===== config.mk =====
export PLATFORM = sky130hd
export DESIGN_NAME = tpc_timer2_core
export DESIGN_NICKNAME = d
export VERILOG_FILES = /design/src/tpc_timer2_core.v
export VERILOG_INCLUDE_DIRS = /design/src
export SDC_FILE = /design/constraint.sdc
export NUM_CORES = 1
export LEC_CHECK = 0
export BUFFER_PORTS_ARGS = -buffer_cell sky130_fd_sc_hd__buf_2
export CAP_MARGIN = 40
export CORE_UTILIZATION = 35
export CTS_CLUSTER_SIZE = 12
export DETAILED_ROUTE_END_ITERATION = 7
export SKIP_CTS_REPAIR_TIMING = 1
export SLEW_MARGIN = 20
export SYNTH_ARGS = -nofsm -noshare
export SYNTH_HDL_FRONTEND = slang
export SYNTH_SLANG_ARGS = --single-unit

===== constraint.sdc =====
create_clock -name clk_in -period 7.68 [get_ports clk_in]
set_input_delay 0 -clock clk_in [delete_from_list [all_inputs] [get_ports clk_in]]
set_output_delay 0 -clock clk_in [all_outputs]
set_load 0.01 [all_outputs]

===== src/tpc_timer2_regs.vh =====
// Purpose: register map, field positions and constants of the timer2 counter core
// Assumes: byte-wide cpu data bus, data-space addresses
// Notes: definitions only
`ifndef TPC_TIMER2_REGS_VH
`define TPC_TIMER2_REGS_VH

// data-space addresses; i/o instructions see them lowered by the offset below
`define TPC_IO_OFS 8'h20
`define TPC_SYNCRST_ADDR 8'h43
`define TPC_CTLA_ADDR 8'hD0
`define TPC_CTLB_ADDR 8'hD1
`define TPC_CNT_ADDR 8'hD2
`define TPC_CMPA_ADDR 8'hD3
`define TPC_CMPB_ADDR 8'hD4
`define TPC_ASTAT_ADDR 8'hD5
`define TPC_FLAG_ADDR 8'hD6
`define TPC_MASK_ADDR 8'hD7

`define TPC_RESET_VAL 8'h00
`define TPC_BOTTOM 8'h00
`define TPC_MAX 8'hFF

// timer_sync_prescaler_reset_control fields
`define TPC_SYNC_HOLD_BIT 7
`define TPC_ASY_RST_BIT 1
`define TPC_SH_RST_BIT 0

// control_a_reg fields
`define TPC_COMA_HI 7
`define TPC_COMA_LO 6
`define TPC_COMB_HI 5
`define TPC_COMB_LO 4
`define TPC_WGM1_BIT 1
`define TPC_WGM0_BIT 0

// control_b_reg fields
`define TPC_FOCA_BIT 7
`define TPC_FOCB_BIT 6
`define TPC_WGM2_BIT 3
`define TPC_CS_HI 2
`define TPC_CS_LO 0

// async_status_reg field
`define TPC_AS_BIT 5

// irq_flag_reg / irq_mask_reg fields
`define TPC_OCFB_BIT 2
`define TPC_OCFA_BIT 1
`define TPC_TOV_BIT 0

// waveform modes
`define TPC_WM_NORMAL 3'h0
`define TPC_WM_PC_MAX 3'h1
`define TPC_WM_CTC 3'h2
`define TPC_WM_FAST_MAX 3'h3
`define TPC_WM_PC_CMPA 3'h5
`define TPC_WM_FAST_CMPA 3'h7

// clock select codes
`define TPC_CS_STOP 3'h0
`define TPC_CS_DIV1 3'h1
`define TPC_CS_DIV8 3'h2
`define TPC_CS_DIV32 3'h3
`define TPC_CS_DIV64 3'h4
`define TPC_CS_DIV128 3'h5
`define TPC_CS_DIV256 3'h6

// compare output actions
`define TPC_COM_NONE 2'h0
`define TPC_COM_TOGGLE 2'h1
`define TPC_COM_CLEAR 2'h2
`define TPC_COM_SET 2'h3

`endif


===== src/tpc_timer2_core.v =====
// Purpose: counter unit of the 8-bit timer2 with prescaler reset / sync hold control
// Assumes: cpu bus on clk_in, crystal pin is asynchronous and far slower than clk_in
// Notes: register reads answer one cycle after the read strobe
//
// What this block does
// while sync hold is one, written prescaler reset bits are kept and held
// writing sync hold from one to zero clears both prescaler reset bits together
// writing async prescaler reset resets this timer's prescaler, then clears
// in async clock mode the bit stays one until the prescaler reset completes
// async prescaler reset bit is never auto-cleared while sync hold is set
// shared prescaler reset drives the other timers' prescaler, self-clears unless held
// control register answers at data offset 0x43 and i/o offset 0x23
// bottom at 0x00, max at 0xFF, top is 0xFF or compare a by mode
// counter and both compare registers are 8 bits wide
// every interrupt request has a flag and an individual mask bit
// clock select zero gives no timer tick, counter stays stopped
// tick comes from io clock by default, from crystal pins when async selected
// each tick clears, increments or decrements per mode; direction picks inc/dec
// cpu reads and writes the counter whether or not the tick runs
// a cpu counter write wins over clear or count in the same cycle
// three-bit wave mode: two low bits in control a, high bit in control b
// each compare register is matched against the counter, setting flag and output
// overflow flag is set per wave mode and can raise an interrupt
// clear forces every counter bit to zero
// in normal mode overflow flag sets on the tick that wraps to zero
`timescale 1ns/1ps
`include "tpc_timer2_regs.vh"

module tpc_timer2_core #(
	parameter PSC_W = 10
) (
	input wire clk_in,
	input wire resetn_in,
	input wire [7:0] addr_in,
	input wire io_space_in,
	input wire wr_en_in,
	input wire rd_en_in,
	input wire [7:0] wdata_in,
	input wire [2:0] irq_ack_in,
	input wire crystal_pin_in,
	output wire [7:0] rdata_out,
	output wire shared_prescaler_reset_out,
	output wire crystal_pin_out,
	output wire compare_output_a_out,
	output wire compare_output_b_out,
	output wire irq_ovf_out,
	output wire irq_cmpa_out,
	output wire irq_cmpb_out,
	output wire counter_bottom_out,
	output wire counter_max_out,
	output wire counter_top_out,
	output wire timer_tick_out
);

	// prescaler tap mask per clock select; a tap fires when masked bits are all ones
	function [PSC_W-1:0] tap_mask;
		input [2:0] cs;
		begin
			case (cs)
				`TPC_CS_DIV8: tap_mask = {{(PSC_W-3){1'b0}}, 3'h7};
				`TPC_CS_DIV32: tap_mask = {{(PSC_W-5){1'b0}}, 5'h1F};
				`TPC_CS_DIV64: tap_mask = {{(PSC_W-6){1'b0}}, 6'h3F};
				`TPC_CS_DIV128: tap_mask = {{(PSC_W-7){1'b0}}, 7'h7F};
				`TPC_CS_DIV256: tap_mask = {{(PSC_W-8){1'b0}}, 8'hFF};
				`TPC_CS_DIV1: tap_mask = {PSC_W{1'b0}};
				default: tap_mask = {PSC_W{1'b1}};
			endcase
		end
	endfunction

	// top value: compare a in the ctc and cmpa-topped pwm modes, else max
	function [7:0] top_val;
		input [2:0] mode;
		input [7:0] cmpa;
		begin
			if (mode == `TPC_WM_CTC || mode == `TPC_WM_PC_CMPA || mode == `TPC_WM_FAST_CMPA)
				top_val = cmpa;
			else
				top_val = `TPC_MAX;
		end
	endfunction

	// next state of one compare output
	function wave_next;
		input oc;
		input [1:0] com;
		input [2:0] mode;
		input match;
		input wrap;
		input dir_up;
		input force_it;
		reg pwm_fast;
		reg pwm_pc;
		begin
			pwm_fast = (mode == `TPC_WM_FAST_MAX) || (mode == `TPC_WM_FAST_CMPA);
			pwm_pc = (mode == `TPC_WM_PC_MAX) || (mode == `TPC_WM_PC_CMPA);
			wave_next = oc;
			if (pwm_fast) begin
				if (com == `TPC_COM_CLEAR && match)
					wave_next = 1'b0;
				else if (com == `TPC_COM_CLEAR && wrap)
					wave_next = 1'b1;
				else if (com == `TPC_COM_SET && match)
					wave_next = 1'b1;
				else if (com == `TPC_COM_SET && wrap)
					wave_next = 1'b0;
			end else if (pwm_pc) begin
				if (com == `TPC_COM_CLEAR && match)
					wave_next = ~dir_up;
				else if (com == `TPC_COM_SET && match)
					wave_next = dir_up;
			end else if (match || force_it) begin
				case (com)
					`TPC_COM_TOGGLE: wave_next = ~oc;
					`TPC_COM_CLEAR: wave_next = 1'b0;
					`TPC_COM_SET: wave_next = 1'b1;
					default: wave_next = oc;
				endcase
			end
		end
	endfunction

	reg [7:0] ctla_q, ctla_d, ctlb_q, ctlb_d;
	reg [7:0] cnt_q, cnt_d, cmpa_q, cmpa_d, cmpb_q, cmpb_d;
	reg [2:0] flag_q, flag_d, mask_q, mask_d;
	reg as_q, as_d;
	reg hold_q, hold_d, asy_rst_q, asy_rst_d, sh_rst_q, sh_rst_d;
	reg [PSC_W-1:0] psc_q, psc_d;
	reg dir_up_q, dir_up_d;
	reg blk_q, blk_d;
	reg oca_q, ocb_q;
	reg xs1_q, xs2_q, xs3_q;
	reg xout_q;
	reg [7:0] rdata_q;
	reg [2:0] irq_q;
	reg bottom_q, max_q, top_q, tick_q;
	reg [7:0] rd_mux;
	reg [2:0] flag_set;
	reg clr_cnt;

	wire [7:0] eff_addr;
	wire wr_sync, wr_ctla, wr_ctlb, wr_cnt, wr_cmpa, wr_cmpb, wr_ast, wr_flag, wr_mask;
	wire [2:0] mode, cs;
	wire [7:0] top;
	wire asy_edge, src_tick, tick, match_a, match_b, wrap;

	// i/o space addresses sit below data space by a fixed offset
	assign eff_addr = io_space_in ? (addr_in + `TPC_IO_OFS) : addr_in;
	assign wr_sync = wr_en_in && (eff_addr == `TPC_SYNCRST_ADDR);
	assign wr_ctla = wr_en_in && (eff_addr == `TPC_CTLA_ADDR);
	assign wr_ctlb = wr_en_in && (eff_addr == `TPC_CTLB_ADDR);
	assign wr_cnt = wr_en_in && (eff_addr == `TPC_CNT_ADDR);
	assign wr_cmpa = wr_en_in && (eff_addr == `TPC_CMPA_ADDR);
	assign wr_cmpb = wr_en_in && (eff_addr == `TPC_CMPB_ADDR);
	assign wr_ast = wr_en_in && (eff_addr == `TPC_ASTAT_ADDR);
	assign wr_flag = wr_en_in && (eff_addr == `TPC_FLAG_ADDR);
	assign wr_mask = wr_en_in && (eff_addr == `TPC_MASK_ADDR);

	assign mode = {ctlb_q[`TPC_WGM2_BIT], ctla_q[`TPC_WGM1_BIT], ctla_q[`TPC_WGM0_BIT]};
	assign cs = ctlb_q[`TPC_CS_HI:`TPC_CS_LO];
	assign top = top_val(mode, cmpa_q);

	// crystal edge seen only after the two-stage synchroniser
	assign asy_edge = xs2_q & ~xs3_q;
	assign src_tick = as_q ? asy_edge : 1'b1;
	// a pending async prescaler reset (held or not) stops the tick; the shared one does not
	assign tick = (cs != `TPC_CS_STOP) && !asy_rst_q && src_tick
		&& ((psc_q & tap_mask(cs)) == tap_mask(cs));
	// a counter write blocks compare matches for one timer tick
	assign match_a = tick && !blk_q && (cnt_q == cmpa_q);
	assign match_b = tick && !blk_q && (cnt_q == cmpb_q);
	assign wrap = tick && (mode == `TPC_WM_FAST_MAX || mode == `TPC_WM_FAST_CMPA)
		&& (cnt_q == top);

	// prescaler reset control
	always @* begin
		hold_d = hold_q;
		asy_rst_d = asy_rst_q;
		sh_rst_d = sh_rst_q;
		if (wr_sync) begin
			hold_d = wdata_in[`TPC_SYNC_HOLD_BIT];
			if (hold_q && !wdata_in[`TPC_SYNC_HOLD_BIT]) begin
				asy_rst_d = 1'b0;
				sh_rst_d = 1'b0;
			end else begin
				asy_rst_d = wdata_in[`TPC_ASY_RST_BIT];
				sh_rst_d = wdata_in[`TPC_SH_RST_BIT];
			end
		end else if (!hold_q) begin
			sh_rst_d = 1'b0;
			// async mode: cleared only once the reset reached the prescaler
			if (asy_rst_q && src_tick)
				asy_rst_d = 1'b0;
		end
	end

	always @* begin
		psc_d = psc_q;
		if (src_tick) begin
			if (asy_rst_q)
				psc_d = {PSC_W{1'b0}};
			else
				psc_d = psc_q + {{(PSC_W-1){1'b0}}, 1'b1};
		end
	end

	// counter: cpu write, then clear, then count
	always @* begin
		cnt_d = cnt_q;
		dir_up_d = dir_up_q;
		clr_cnt = 1'b0;
		flag_set = 3'h0;
		flag_set[`TPC_OCFA_BIT] = match_a;
		flag_set[`TPC_OCFB_BIT] = match_b;
		if (tick) begin
			case (mode)
				`TPC_WM_PC_MAX, `TPC_WM_PC_CMPA: begin
					if (dir_up_q) begin
						if (cnt_q == top) begin
							dir_up_d = 1'b0;
							cnt_d = cnt_q - 8'h01;
						end else begin
							cnt_d = cnt_q + 8'h01;
						end
					end else begin
						if (cnt_q == `TPC_BOTTOM) begin
							dir_up_d = 1'b1;
							cnt_d = cnt_q + 8'h01;
							flag_set[`TPC_TOV_BIT] = 1'b1;
						end else begin
							cnt_d = cnt_q - 8'h01;
						end
					end
				end
				`TPC_WM_CTC: begin
					dir_up_d = 1'b1;
					clr_cnt = (cnt_q == top);
					cnt_d = cnt_q + 8'h01;
					flag_set[`TPC_TOV_BIT] = (cnt_q == `TPC_MAX);
				end
				`TPC_WM_FAST_MAX, `TPC_WM_FAST_CMPA: begin
					dir_up_d = 1'b1;
					clr_cnt = (cnt_q == top);
					cnt_d = cnt_q + 8'h01;
					flag_set[`TPC_TOV_BIT] = (cnt_q == top);
				end
				default: begin
					// normal and reserved codes count up and wrap
					dir_up_d = 1'b1;
					cnt_d = cnt_q + 8'h01;
					flag_set[`TPC_TOV_BIT] = (cnt_q == `TPC_MAX);
				end
			endcase
			if (clr_cnt)
				cnt_d = `TPC_BOTTOM;
		end
		if (wr_cnt)
			cnt_d = wdata_in;
	end

	// config registers and flags; hardware set wins over a clearing write
	always @* begin
		ctla_d = wr_ctla ? wdata_in : ctla_q;
		ctlb_d = ctlb_q;
		if (wr_ctlb) begin
			ctlb_d = wdata_in;
			ctlb_d[`TPC_FOCA_BIT] = 1'b0; // force bits are strobes, never stored
			ctlb_d[`TPC_FOCB_BIT] = 1'b0;
		end
		cmpa_d = wr_cmpa ? wdata_in : cmpa_q;
		cmpb_d = wr_cmpb ? wdata_in : cmpb_q;
		as_d = wr_ast ? wdata_in[`TPC_AS_BIT] : as_q;
		mask_d = mask_q;
		if (wr_mask) begin
			mask_d[`TPC_OCFB_BIT] = wdata_in[`TPC_OCFB_BIT];
			mask_d[`TPC_OCFA_BIT] = wdata_in[`TPC_OCFA_BIT];
			mask_d[`TPC_TOV_BIT] = wdata_in[`TPC_TOV_BIT];
		end
		flag_d = flag_q & ~irq_ack_in;
		if (wr_flag)
			flag_d = flag_d & ~wdata_in[2:0];
		flag_d = flag_d | flag_set;
		blk_d = blk_q;
		if (wr_cnt)
			blk_d = 1'b1;
		else if (tick)
			blk_d = 1'b0;
	end

	always @* begin
		rd_mux = `TPC_RESET_VAL;
		case (eff_addr)
			`TPC_SYNCRST_ADDR: begin
				rd_mux[`TPC_SYNC_HOLD_BIT] = hold_q;
				rd_mux[`TPC_ASY_RST_BIT] = asy_rst_q;
				rd_mux[`TPC_SH_RST_BIT] = sh_rst_q;
			end
			`TPC_CTLA_ADDR: rd_mux = ctla_q;
			`TPC_CTLB_ADDR: rd_mux = ctlb_q;
			`TPC_CNT_ADDR: rd_mux = cnt_q;
			`TPC_CMPA_ADDR: rd_mux = cmpa_q;
			`TPC_CMPB_ADDR: rd_mux = cmpb_q;
			`TPC_ASTAT_ADDR: rd_mux[`TPC_AS_BIT] = as_q;
			`TPC_FLAG_ADDR: rd_mux[2:0] = flag_q;
			`TPC_MASK_ADDR: rd_mux[2:0] = mask_q;
			default: rd_mux = `TPC_RESET_VAL;
		endcase
	end

	always @(posedge clk_in or negedge resetn_in) begin
		if (!resetn_in) begin
			xs1_q <= 1'b0;
			xs2_q <= 1'b0;
			xs3_q <= 1'b0;
			xout_q <= 1'b0;
		end else begin
			xs1_q <= crystal_pin_in;
			xs2_q <= xs1_q;
			xs3_q <= xs2_q;
			xout_q <= ~xs2_q;
		end
	end

	always @(posedge clk_in or negedge resetn_in) begin
		if (!resetn_in) begin
			hold_q <= 1'b0;
			asy_rst_q <= 1'b0;
			sh_rst_q <= 1'b0;
			psc_q <= {PSC_W{1'b0}};
			ctla_q <= `TPC_RESET_VAL;
			ctlb_q <= `TPC_RESET_VAL;
			cnt_q <= `TPC_RESET_VAL;
			cmpa_q <= `TPC_RESET_VAL;
			cmpb_q <= `TPC_RESET_VAL;
			as_q <= 1'b0;
			flag_q <= 3'h0;
			mask_q <= 3'h0;
			dir_up_q <= 1'b1;
			blk_q <= 1'b0;
		end else begin
			hold_q <= hold_d;
			asy_rst_q <= asy_rst_d;
			sh_rst_q <= sh_rst_d;
			psc_q <= psc_d;
			ctla_q <= ctla_d;
			ctlb_q <= ctlb_d;
			cnt_q <= cnt_d;
			cmpa_q <= cmpa_d;
			cmpb_q <= cmpb_d;
			as_q <= as_d;
			flag_q <= flag_d;
			mask_q <= mask_d;
			dir_up_q <= dir_up_d;
			blk_q <= blk_d;
		end
	end

	// outputs registered; status bits track the counter value being stored
	always @(posedge clk_in or negedge resetn_in) begin
		if (!resetn_in) begin
			rdata_q <= `TPC_RESET_VAL;
			irq_q <= 3'h0;
			oca_q <= 1'b0;
			ocb_q <= 1'b0;
			bottom_q <= 1'b1;
			max_q <= 1'b0;
			top_q <= 1'b0;
			tick_q <= 1'b0;
		end else begin
			if (rd_en_in)
				rdata_q <= rd_mux;
			irq_q <= flag_d & mask_d;
			oca_q <= wave_next(oca_q, ctla_q[`TPC_COMA_HI:`TPC_COMA_LO], mode, match_a,
				wrap, dir_up_q, wr_ctlb && wdata_in[`TPC_FOCA_BIT]);
			ocb_q <= wave_next(ocb_q, ctla_q[`TPC_COMB_HI:`TPC_COMB_LO], mode, match_b,
				wrap, dir_up_q, wr_ctlb && wdata_in[`TPC_FOCB_BIT]);
			bottom_q <= (cnt_d == `TPC_BOTTOM);
			max_q <= (cnt_d == `TPC_MAX);
			top_q <= (cnt_d == top_val({ctlb_d[`TPC_WGM2_BIT], ctla_d[`TPC_WGM1_BIT],
				ctla_d[`TPC_WGM0_BIT]}, cmpa_d));
			tick_q <= tick;
		end
	end

	assign rdata_out = rdata_q;
	assign shared_prescaler_reset_out = sh_rst_q;
	assign crystal_pin_out = xout_q;
	assign compare_output_a_out = oca_q;
	assign compare_output_b_out = ocb_q;
	assign irq_ovf_out = irq_q[`TPC_TOV_BIT];
	assign irq_cmpa_out = irq_q[`TPC_OCFA_BIT];
	assign irq_cmpb_out = irq_q[`TPC_OCFB_BIT];
	assign counter_bottom_out = bottom_q;
	assign counter_max_out = max_q;
	assign counter_top_out = top_q;
	assign timer_tick_out = tick_q;

endmodule // tpc_timer2_core


==> impl_summary.log, run 1 <==
[metrics] Remaining Overflow, GRT: 0
[metrics] kind of start point of the critical path: flop
[metrics] Post-Route Skew: 10.10 ps
[metrics] total number of vias: 4547
[metrics] run status: completed
[metrics] cell mode on critical path: sky130_fd_sc_hd__mux2i_1
[metrics] net count reported at finish: 632
[metrics] critical path arrival: 3610 ps
[metrics] Row Count: 44
[metrics] per-cell via count in the routed design: 5.748
[metrics] maximum number of pins on one net before global-route repair: 44
[metrics] overall fraction of global-route tracks in use: 19.95%
[metrics] startpoint-to-endpoint class of the critical path: reg2reg
[metrics] routed metal-1 wirelength: 6749 µm
[metrics] DRC marker count from the first detailed-route iteration: 370
[metrics] launch point of the worst path: cnt_q[1]$_DFF_PN0_
[metrics] cell-by-cell trace of the critical path: inv_4 > ha_1 > nor4b_4 > a211oi_2 > a41oi_2 > nor2_4 > mux2i_1 > mux2i_1 > nand3_2 > or4_4 > o211ai_2 > o2111a_1
[metrics] commonest cells after routing, fill and taps aside: sky130_fd_sc_hd__dfrtp_1 (79), sky130_fd_sc_hd__nand2_1 (56), sky130_fd_sc_hd__buf_2 (43)
[metrics] most common cell after layout, fill and taps aside: sky130_fd_sc_hd__dfrtp_1
[metrics] slew at the pin closest to its max-slew limit: 797.3 ps
[metrics] Yosys reg bits: 81
[metrics] Buffers & Inverters on Critical Path: 1
[metrics] Util after Layout: 41.04%
[metrics] initial antenna violation count: 0
[metrics] fraction of power consumed by combinational cells: 21.9%
[metrics] leakage power of the design: 0.002557 µW
[metrics] count of H-tree levels built during CTS: 3
[metrics] fraction of power consumed by the clock network: 36.3%
[metrics] routed length on met3: 757 µm
[metrics] required time at the endpoint of the critical path: 7970 ps
[metrics] core area: 0.01459 mm²
[metrics] Initial Utilization: 35.97%
[metrics] proportion of synthesized flip-flops having asynchronous set or reset: 100.0%
[metrics] cell internal pwr: 905.9 µW
[metrics] met2 routed wirelength: 7002 µm
[metrics] n_diodes: 0
[metrics] Die Width: 124.4 µm
[metrics] wire per inst: 18.79 µm
[metrics] post-route clock period utilization: 43.32%
[metrics] reg-to-reg critical path endpoint: counter_top_out$_DFF_PN0_
[metrics] post-synth net total: 598
[metrics] uppermost layer routed: met4
[metrics] clock sink count: 81
[metrics] worst min-delay path endpoint: asy_rst_q$_DFFE_PN0P_
[metrics] Clk Latency, worst-skew pair: 350 ps
[metrics] CP top delay family: simple AND/OR/NAND/NOR gates
[metrics] count of distinct cell types in the synthesized netlist: 79
[metrics] Register-to-Register Setup Slack: 4350 ps
[metrics] remaining number of nets flagged by the antenna check after routing: 0
[metrics] first-pass GRT wire length: 24310 µm
[metrics] highest attainable clock frequency: 0.3006 GHz
[metrics] switching power total: 441.6 µW
[metrics] source of the worst register-to-register timing path: cnt_q[1]$_DFF_PN0_
[metrics] synthesized cell area: 0.005248 mm²
[metrics] sum of negative setup slack: 0 ps
[metrics] Synth area leader: sky130_fd_sc_hd__dfrtp_1
[metrics] master of the slowest instance on the critical path: sky130_fd_sc_hd__dfrtp_1
[metrics] detailed-routing iteration count for the pre-antenna-repair pass: 5
[metrics] largest fanout on the critical path: 11
[metrics] setup repair after global routing missed its margin: false
[metrics] layout cells sized above 1: 20.76%
[metrics] endpoints failing setup: 0
[metrics] vias in the first global route: 4441
[metrics] I/O pin total: 44
[metrics] sequential fraction of design power: 41.9%
[metrics] number of violations of the max-capacitance limit: 0
[metrics] share of the synthesized area in the top cell type: 37.67%
[metrics] maximum cell stage delay along the critical path: 650 ps
[metrics] half-perimeter wire length after detailed placement: 10960 µm
[metrics] number of pins exceeding their max-slew limit in the final report: 0
[metrics] die footprint: 0.01549 mm²
[metrics] share of total power consumed by net switching: 32.77%
[metrics] number of buffers created by CTS: 9
[metrics] buffers added on ports: 43
[metrics] Seq/Total Area, Yosys: 38.67%
[metrics] clk root buf: sky130_fd_sc_hd__clkbuf_16
[metrics] kind of end point of the critical path: flop
[metrics] cells after synthesis: 568
[metrics] global placement routability congestion: 0.8651
[metrics] CTS tree: done
[metrics] routed wire length: 14860 µm
[metrics] final-report hold violation count: 0
[metrics] Warnings, synthesis: 0
[metrics] buffer depth of the longest clock path: 2
[metrics] shortest period the worst path allows: 3327 ps
[metrics] most area-consuming cells after synthesis: sky130_fd_sc_hd__dfrtp_1 (38%), sky130_fd_sc_hd__mux2_2 (7.7%), sky130_fd_sc_hd__mux2i_1 (4.8%)
[metrics] Area Overhead vs Synth: 14.09%
[metrics] hold slack: 4.415 ps
[metrics] Hold WC Path Type: in2reg
[metrics] areal power density over the cells: 225.1 mW/mm²
[metrics] origin of the worst min-delay path: wdata_in[1]
[metrics] Slew headroom: 46.55%
[metrics] Mean Syn Cell Area: 9.239 µm²
[metrics] number of enable-type register cells in the synthesized netlist: 0
[metrics] cell depth of the worst hold path: 3
[metrics] ys flop type: sky130_fd_sc_hd__dfrtp_1
[metrics] Clk pin slew, worst setup/hold paths: 60 ps
[metrics] residual DRC count: 0
[metrics] largest voltage drop on the vdd net: 106.5 µV
[metrics] depth of the worst register-to-register path: 12
[metrics] die height: 124.4 µm
-- cells by family (layout without fill, tap and decap cells) --
logic type,Yosys count,in the layout,share of synthesized area [%]
AND/OR/NAND/NOR,235,235,24.46
multiplexers,61,61,12.49
XOR/XNOR,16,16,2.671
buffers and inverters,50,89,4.387
adder cells (fa/ha/maj),5,5,1.192
flip-flops,81,81,38.67
AO/OA/AOI/OAI,120,120,16.12
-- per-stage QoR --
stage | std cells | total power (µW) | instance area, µm² | setup slack [ps]
after global routing | 791 | 1415 | 5987 | 4141
final | 791 | 1348 | 5987 | 4353
after detailed placement | 770 | 863.0 | 5598 | 4401
after floorplan | 568 | 772.5 | 5248 | 4820
after global placement | 768 | 850.9 | 5573 | 4410
after CTS | 786 | 1355 | 5937 | 4350
-- tightest hold or removal path, cell delays in order --
cell and delay [ps]:
sky130_fd_sc_hd__buf_2 180, sky130_fd_sc_hd__nand2_1 80, sky130_fd_sc_hd__mux2i_1 50
-- final cells by class --
cell class / count / area, µm²
Tap cell: 184 / 230.2
Clock buffer: 11 / 252.7
Sequential cell: 81 / 2029
Clock inverter: 5 / 86.33
Multi-Input combinational cell: 437 / 2995
Timing Repair Buffer: 53 / 315.3
Inverter: 20 / 77.57
Fill cell: 1433 / 8602
-- registers in the layout, indices dropped and copies added (netlist names), 3 cells and up --
| name | cells |
|---|---|
| mask_q | 3 |
| ctla_q | 8 |
| flag_q | 3 |
| rdata_out | 8 |
| cmpb_q | 8 |
| psc_q | 10 |
| irq_q | 3 |
| cmpa_q | 8 |
| cnt_q | 8 |
| ctlb_q | 6 |
-- routing by layer --
layer	global-route usage (%)	up-vias
met3	3.995	27
met4	7.371	0
li1	-	2153
met5	0	-
met2	31.20	141
met1	27.15	2226
-- synthesized netlist by cell type, types with 3 or more instances --
master,number
sky130_fd_sc_hd__nand3b_1,6
sky130_fd_sc_hd__mux2_2,36
sky130_fd_sc_hd__buf_2,8
sky130_fd_sc_hd__nor2b_1,11
sky130_fd_sc_hd__mux2i_1,25
sky130_fd_sc_hd__nor3b_1,6
sky130_fd_sc_hd__a21oi_1,28
sky130_fd_sc_hd__a31oi_1,9
sky130_fd_sc_hd__a221oi_1,6
sky130_fd_sc_hd__nor3_1,23
sky130_fd_sc_hd__nor4_1,6
sky130_fd_sc_hd__nand4_1,14
sky130_fd_sc_hd__o211ai_1,3
sky130_fd_sc_hd__xnor2_1,14
sky130_fd_sc_hd__nor2_1,40
sky130_fd_sc_hd__dfrtp_1,79
sky130_fd_sc_hd__a22oi_1,3
sky130_fd_sc_hd__inv_1,18
sky130_fd_sc_hd__and2_1,7
sky130_fd_sc_hd__or4_1,3
sky130_fd_sc_hd__ha_1,5
sky130_fd_sc_hd__nand3_1,15
sky130_fd_sc_hd__o22ai_1,5
sky130_fd_sc_hd__or3_1,4
sky130_fd_sc_hd__buf_6,3
sky130_fd_sc_hd__clkbuf_1,16
sky130_fd_sc_hd__nand2_1,56
sky130_fd_sc_hd__nand2b_1,17
sky130_fd_sc_hd__and3_1,7
sky130_fd_sc_hd__o21ai_0,32
-- power by group through the flow --
stage / registers (µW) / clock network (µW) / logic [µW]
after floorplan: 527 / 0 / 245
after global placement: 568 / 0 / 283
after detailed placement: 570 / 0 / 293
after CTS: 563 / 498 / 294
after global routing: 572 / 513 / 330
final: 564 / 489 / 295
-- worst max path at each step --
stage | to | cells past startpoint | slack (ps)
floorplan | counter_top_out$_DFF_PN0_ | 13 | 4820
global route | counter_top_out$_DFF_PN0_ | 12 | 4140
CTS | counter_top_out$_DFF_PN0_ | 12 | 4350
global placement | counter_top_out$_DFF_PN0_ | 11 | 4410
detailed placement | counter_top_out$_DFF_PN0_ | 12 | 4400
finish | counter_top_out$_DFF_PN0_ | 12 | 4350
Power figures use the tool's default switching activity.
==> inputs of run 2 (changes only) <==
- clock period: 7.68 -> 2.7 ns (I/O delays scaled with it)
==> impl_summary.log, run 2 (synthesis gave the netlist of run 1 again) <==
[metrics] worst setup margin: -235.3 ps (-4588 ps)
[metrics] met3 track utilization from global routing: 4.038% (+0.043 points)
[metrics] worst min-delay path endpoint: asy_rst_q$_DFFE_PN0P_
[metrics] number of pins exceeding their max-slew limit in the final report: 0 (unchanged)
[metrics] post-route clock period utilization: 108.7% (+65 points)
[metrics] flip-flop count of the largest register after layout: 10 (unchanged)
[metrics] Area Overhead vs Synth: 31.50%
[metrics] required time at the endpoint of the critical path: 2930 ps (-5040 ps)
[metrics] buffers added on ports: 43 (unchanged)
[metrics] cell depth of the worst hold path: 3 (unchanged)
[metrics] kind of start point of the critical path: flop
[metrics] half-perimeter wire length after detailed placement: 12940 µm (+18%)
[metrics] Hold WC Path Type: in2reg
[metrics] per-cell via count in the routed design: 5.578 (-3.0%)
[metrics] global placement routability congestion: 0.9410 (+8.8%)
[metrics] Remaining Overflow, GRT: 0 (unchanged)
[metrics] n_diodes: 0 (unchanged)
[metrics] CTS tree: done
[metrics] DRC marker count from the first detailed-route iteration: 360 (-2.7%)
[metrics] detailed-routing iteration count for the pre-antenna-repair pass: 5 (unchanged)
[metrics] die height: 124.4 µm (unchanged)
[metrics] commonest cells after routing, fill and taps aside: sky130_fd_sc_hd__buf_4 (112), sky130_fd_sc_hd__dfrtp_1 (73), sky130_fd_sc_hd__nand2_1 (55)
[metrics] routed wire length: 16940 µm (+14%)
[metrics] leakage power of the design: 0.003071 µW (+20%)
[metrics] origin of the worst min-delay path: wdata_in[1]
[metrics] initial antenna violation count: 0 (unchanged)
[metrics] maximum cell stage delay along the critical path: 450 ps (-200 ps)
[metrics] Clk pin slew, worst setup/hold paths: 70 ps (about the same)
[metrics] I/O pin total: 44 (unchanged)
[metrics] Register-to-Register Setup Slack: -240 ps (-4590 ps)
[metrics] number of buffers created by CTS: 9 (unchanged)
[metrics] Initial Utilization: 35.97% (unchanged)
[metrics] Util after Layout: 47.30% (+6.3 points)
[metrics] Post-Route Skew: 7.641 ps (-2.455 ps)
[metrics] critical path arrival: 3160 ps (-450 ps)
[metrics] areal power density over the cells: 617.4 mW/mm² (+170%)
[metrics] failing checks: setup timing
[metrics] overall power: 4260 µW (+220%)
[metrics] met1 track demand over resource in global routing: 28.54% (+1.4 points)
[metrics] overall fraction of global-route tracks in use: 21.84% (+1.9 points)
[metrics] Most flops, register: psc_q
[metrics] number of violations of the max-capacitance limit: 0 (unchanged)
[metrics] vias in the first global route: 4903 (+10%)
[metrics] maximum number of pins on one net before global-route repair: 41 (-6.8%)
[metrics] buffer depth of the longest clock path: 2 (unchanged)
[metrics] largest fanout on the critical path: 4 (-7)
[metrics] most heavily used metal layer in global routing: met2
[metrics] shortest period the worst path allows: 2935 ps (-391.9 ps)
[metrics] total number of vias: 5009 (+10%)
[metrics] cell-by-cell trace of the critical path: inv_6 > ha_4 > nor4b_4 > nand3b_1 > a41oi_4 > nor2_4 > buf_12 > mux2i_2 > nor3_2 > a21oi_1 > a31oi_2 > mux2_4 > o2111a_1
[metrics] setup repair after global routing missed its margin: true
[metrics] most common cell after layout, fill and taps aside: sky130_fd_sc_hd__buf_4
[metrics] source of the worst register-to-register timing path: cnt_q[1]$_DFF_PN0_
[metrics] final-report hold violation count: 0 (unchanged)
[metrics] master of the slowest instance on the critical path: sky130_fd_sc_hd__dfrtp_2
[metrics] net count reported at finish: 739 (+17%)
[metrics] remaining number of nets flagged by the antenna check after routing: 0 (unchanged)
[metrics] die footprint: 0.01549 mm² (unchanged)
[metrics] Row Count: 44 (unchanged)
[metrics] largest voltage drop on the vdd net: 389.3 µV (+270%)
[metrics] depth of the worst register-to-register path: 13 (+1)
[metrics] met2 layer usage reported by global route: 35.42% (+4.2 points)
[metrics] highest attainable clock frequency: 0.3407 GHz (+13%)
[metrics] endpoints failing setup: 3 (+3)
[metrics] layout cells sized above 1: 35.57% (+15 points)
[metrics] startpoint-to-endpoint class of the critical path: reg2reg
[metrics] Die Width: 124.4 µm (unchanged)
[metrics] clock sink count: 81 (unchanged)
[metrics] residual DRC count: 0 (unchanged)
[metrics] count of H-tree levels built during CTS: 3 (unchanged)
[metrics] slew at the pin closest to its max-slew limit: 637.5 ps (-159.8 ps)
[metrics] kind of end point of the critical path: flop
[metrics] first-pass GRT wire length: 26430 µm (+8.7%)
[metrics] run status: finished with violations
[metrics] core area: 0.01459 mm² (unchanged)
[metrics] clk root buf: sky130_fd_sc_hd__clkbuf_16
[metrics] Clk Latency, worst-skew pair: 340 ps (about the same)
[metrics] reg-to-reg critical path endpoint: counter_top_out$_DFF_PN0_
[metrics] Slew headroom: 57.50% (+11 points)
[metrics] wire per inst: 18.86 µm (+0.40%)
-- run 2: changes by cell type in the layout (fill, tap and decap cells not counted), sizes merged --
cell,delta
buf,+107
bufinv,-1
clkinv,-2
clkinvlp,+3
-- run 2: final cells by class --
class / count / area (µm²)
flip-flops and latches: 81 / 2037
multi-input cells: 437 / 3113
fillers: 1357 / 7689
inverters: 20 / 85.08
clock buffers: 11 / 252.7
repair buffers: 160 / 1121
clock inverters: 5 / 61.31
well taps: 184 / 230.2
-- run 2: worst max path at each step --
stage / cells after the start / end / startpoint / slack, ps
floorplan: 13 / counter_top_out$_DFF_PN0_ / cnt_q[1]$_DFF_PN0_ / -120
global placement: 10 / counter_bottom_out$_DFF_PN1_ / cnt_q[5]$_DFF_PN0_ / -220
detailed placement: 10 / counter_top_out$_DFF_PN0_ / cnt_q[7]$_DFF_PN0_ / -270
CTS: 13 / counter_top_out$_DFF_PN0_ / cnt_q[0]$_DFF_PN0_ / -310
global route: 13 / counter_top_out$_DFF_PN0_ / cnt_q[1]$_DFF_PN0_ / -370
finish: 13 / counter_top_out$_DFF_PN0_ / cnt_q[1]$_DFF_PN0_ / -240
-- run 2: layer usage --
metal,vias to the layer above,wire length [µm]
li1,2355,-
met1,2432,7431
met2,185,8076
met3,37,965
met4,0,463
met5,-,0
-- run 2: metrics by stage --
| step | setup TNS [ps] | instance area, µm² | setup WS [ps] | std cells | hold WS [ps] |
|---|---|---|---|---|---|
| 2_1_floorplan | -126.1 | 5273 | -115.7 | 568 | -295.6 |
| 3_3_place_gp | -605.3 | 6384 | -220.5 | 871 | 19.09 |
| 3_5_place_dp | -736.4 | 6384 | -274.3 | 871 | 22.45 |
| 4_1_cts | -884.1 | 6698 | -311.1 | 887 | -349.1 |
| 5_1_grt | -1066 | 6900 | -369.2 | 898 | 19.96 |
| 6_report | -559.2 | 6900 | -235.3 | 898 | 13.04 |
-- run 2: power by group --
part           switching [µW]  internal [µW]  total (µW)
sequential                156           1360        1520
clock                     513            770        1280
combinational             754            708        1460
total                    1420           2840        4260
-- run 2: critical path, delay by kind of cell (launching register included) --
family,cells,cell delay [ps]
flip-flops,1,450
multiplexers,2,500
AO/OA/AOI/OAI,4,830
adder cells (fa/ha/maj),1,110
buffers and inverters,2,210
AND/OR/NAND/NOR,4,710
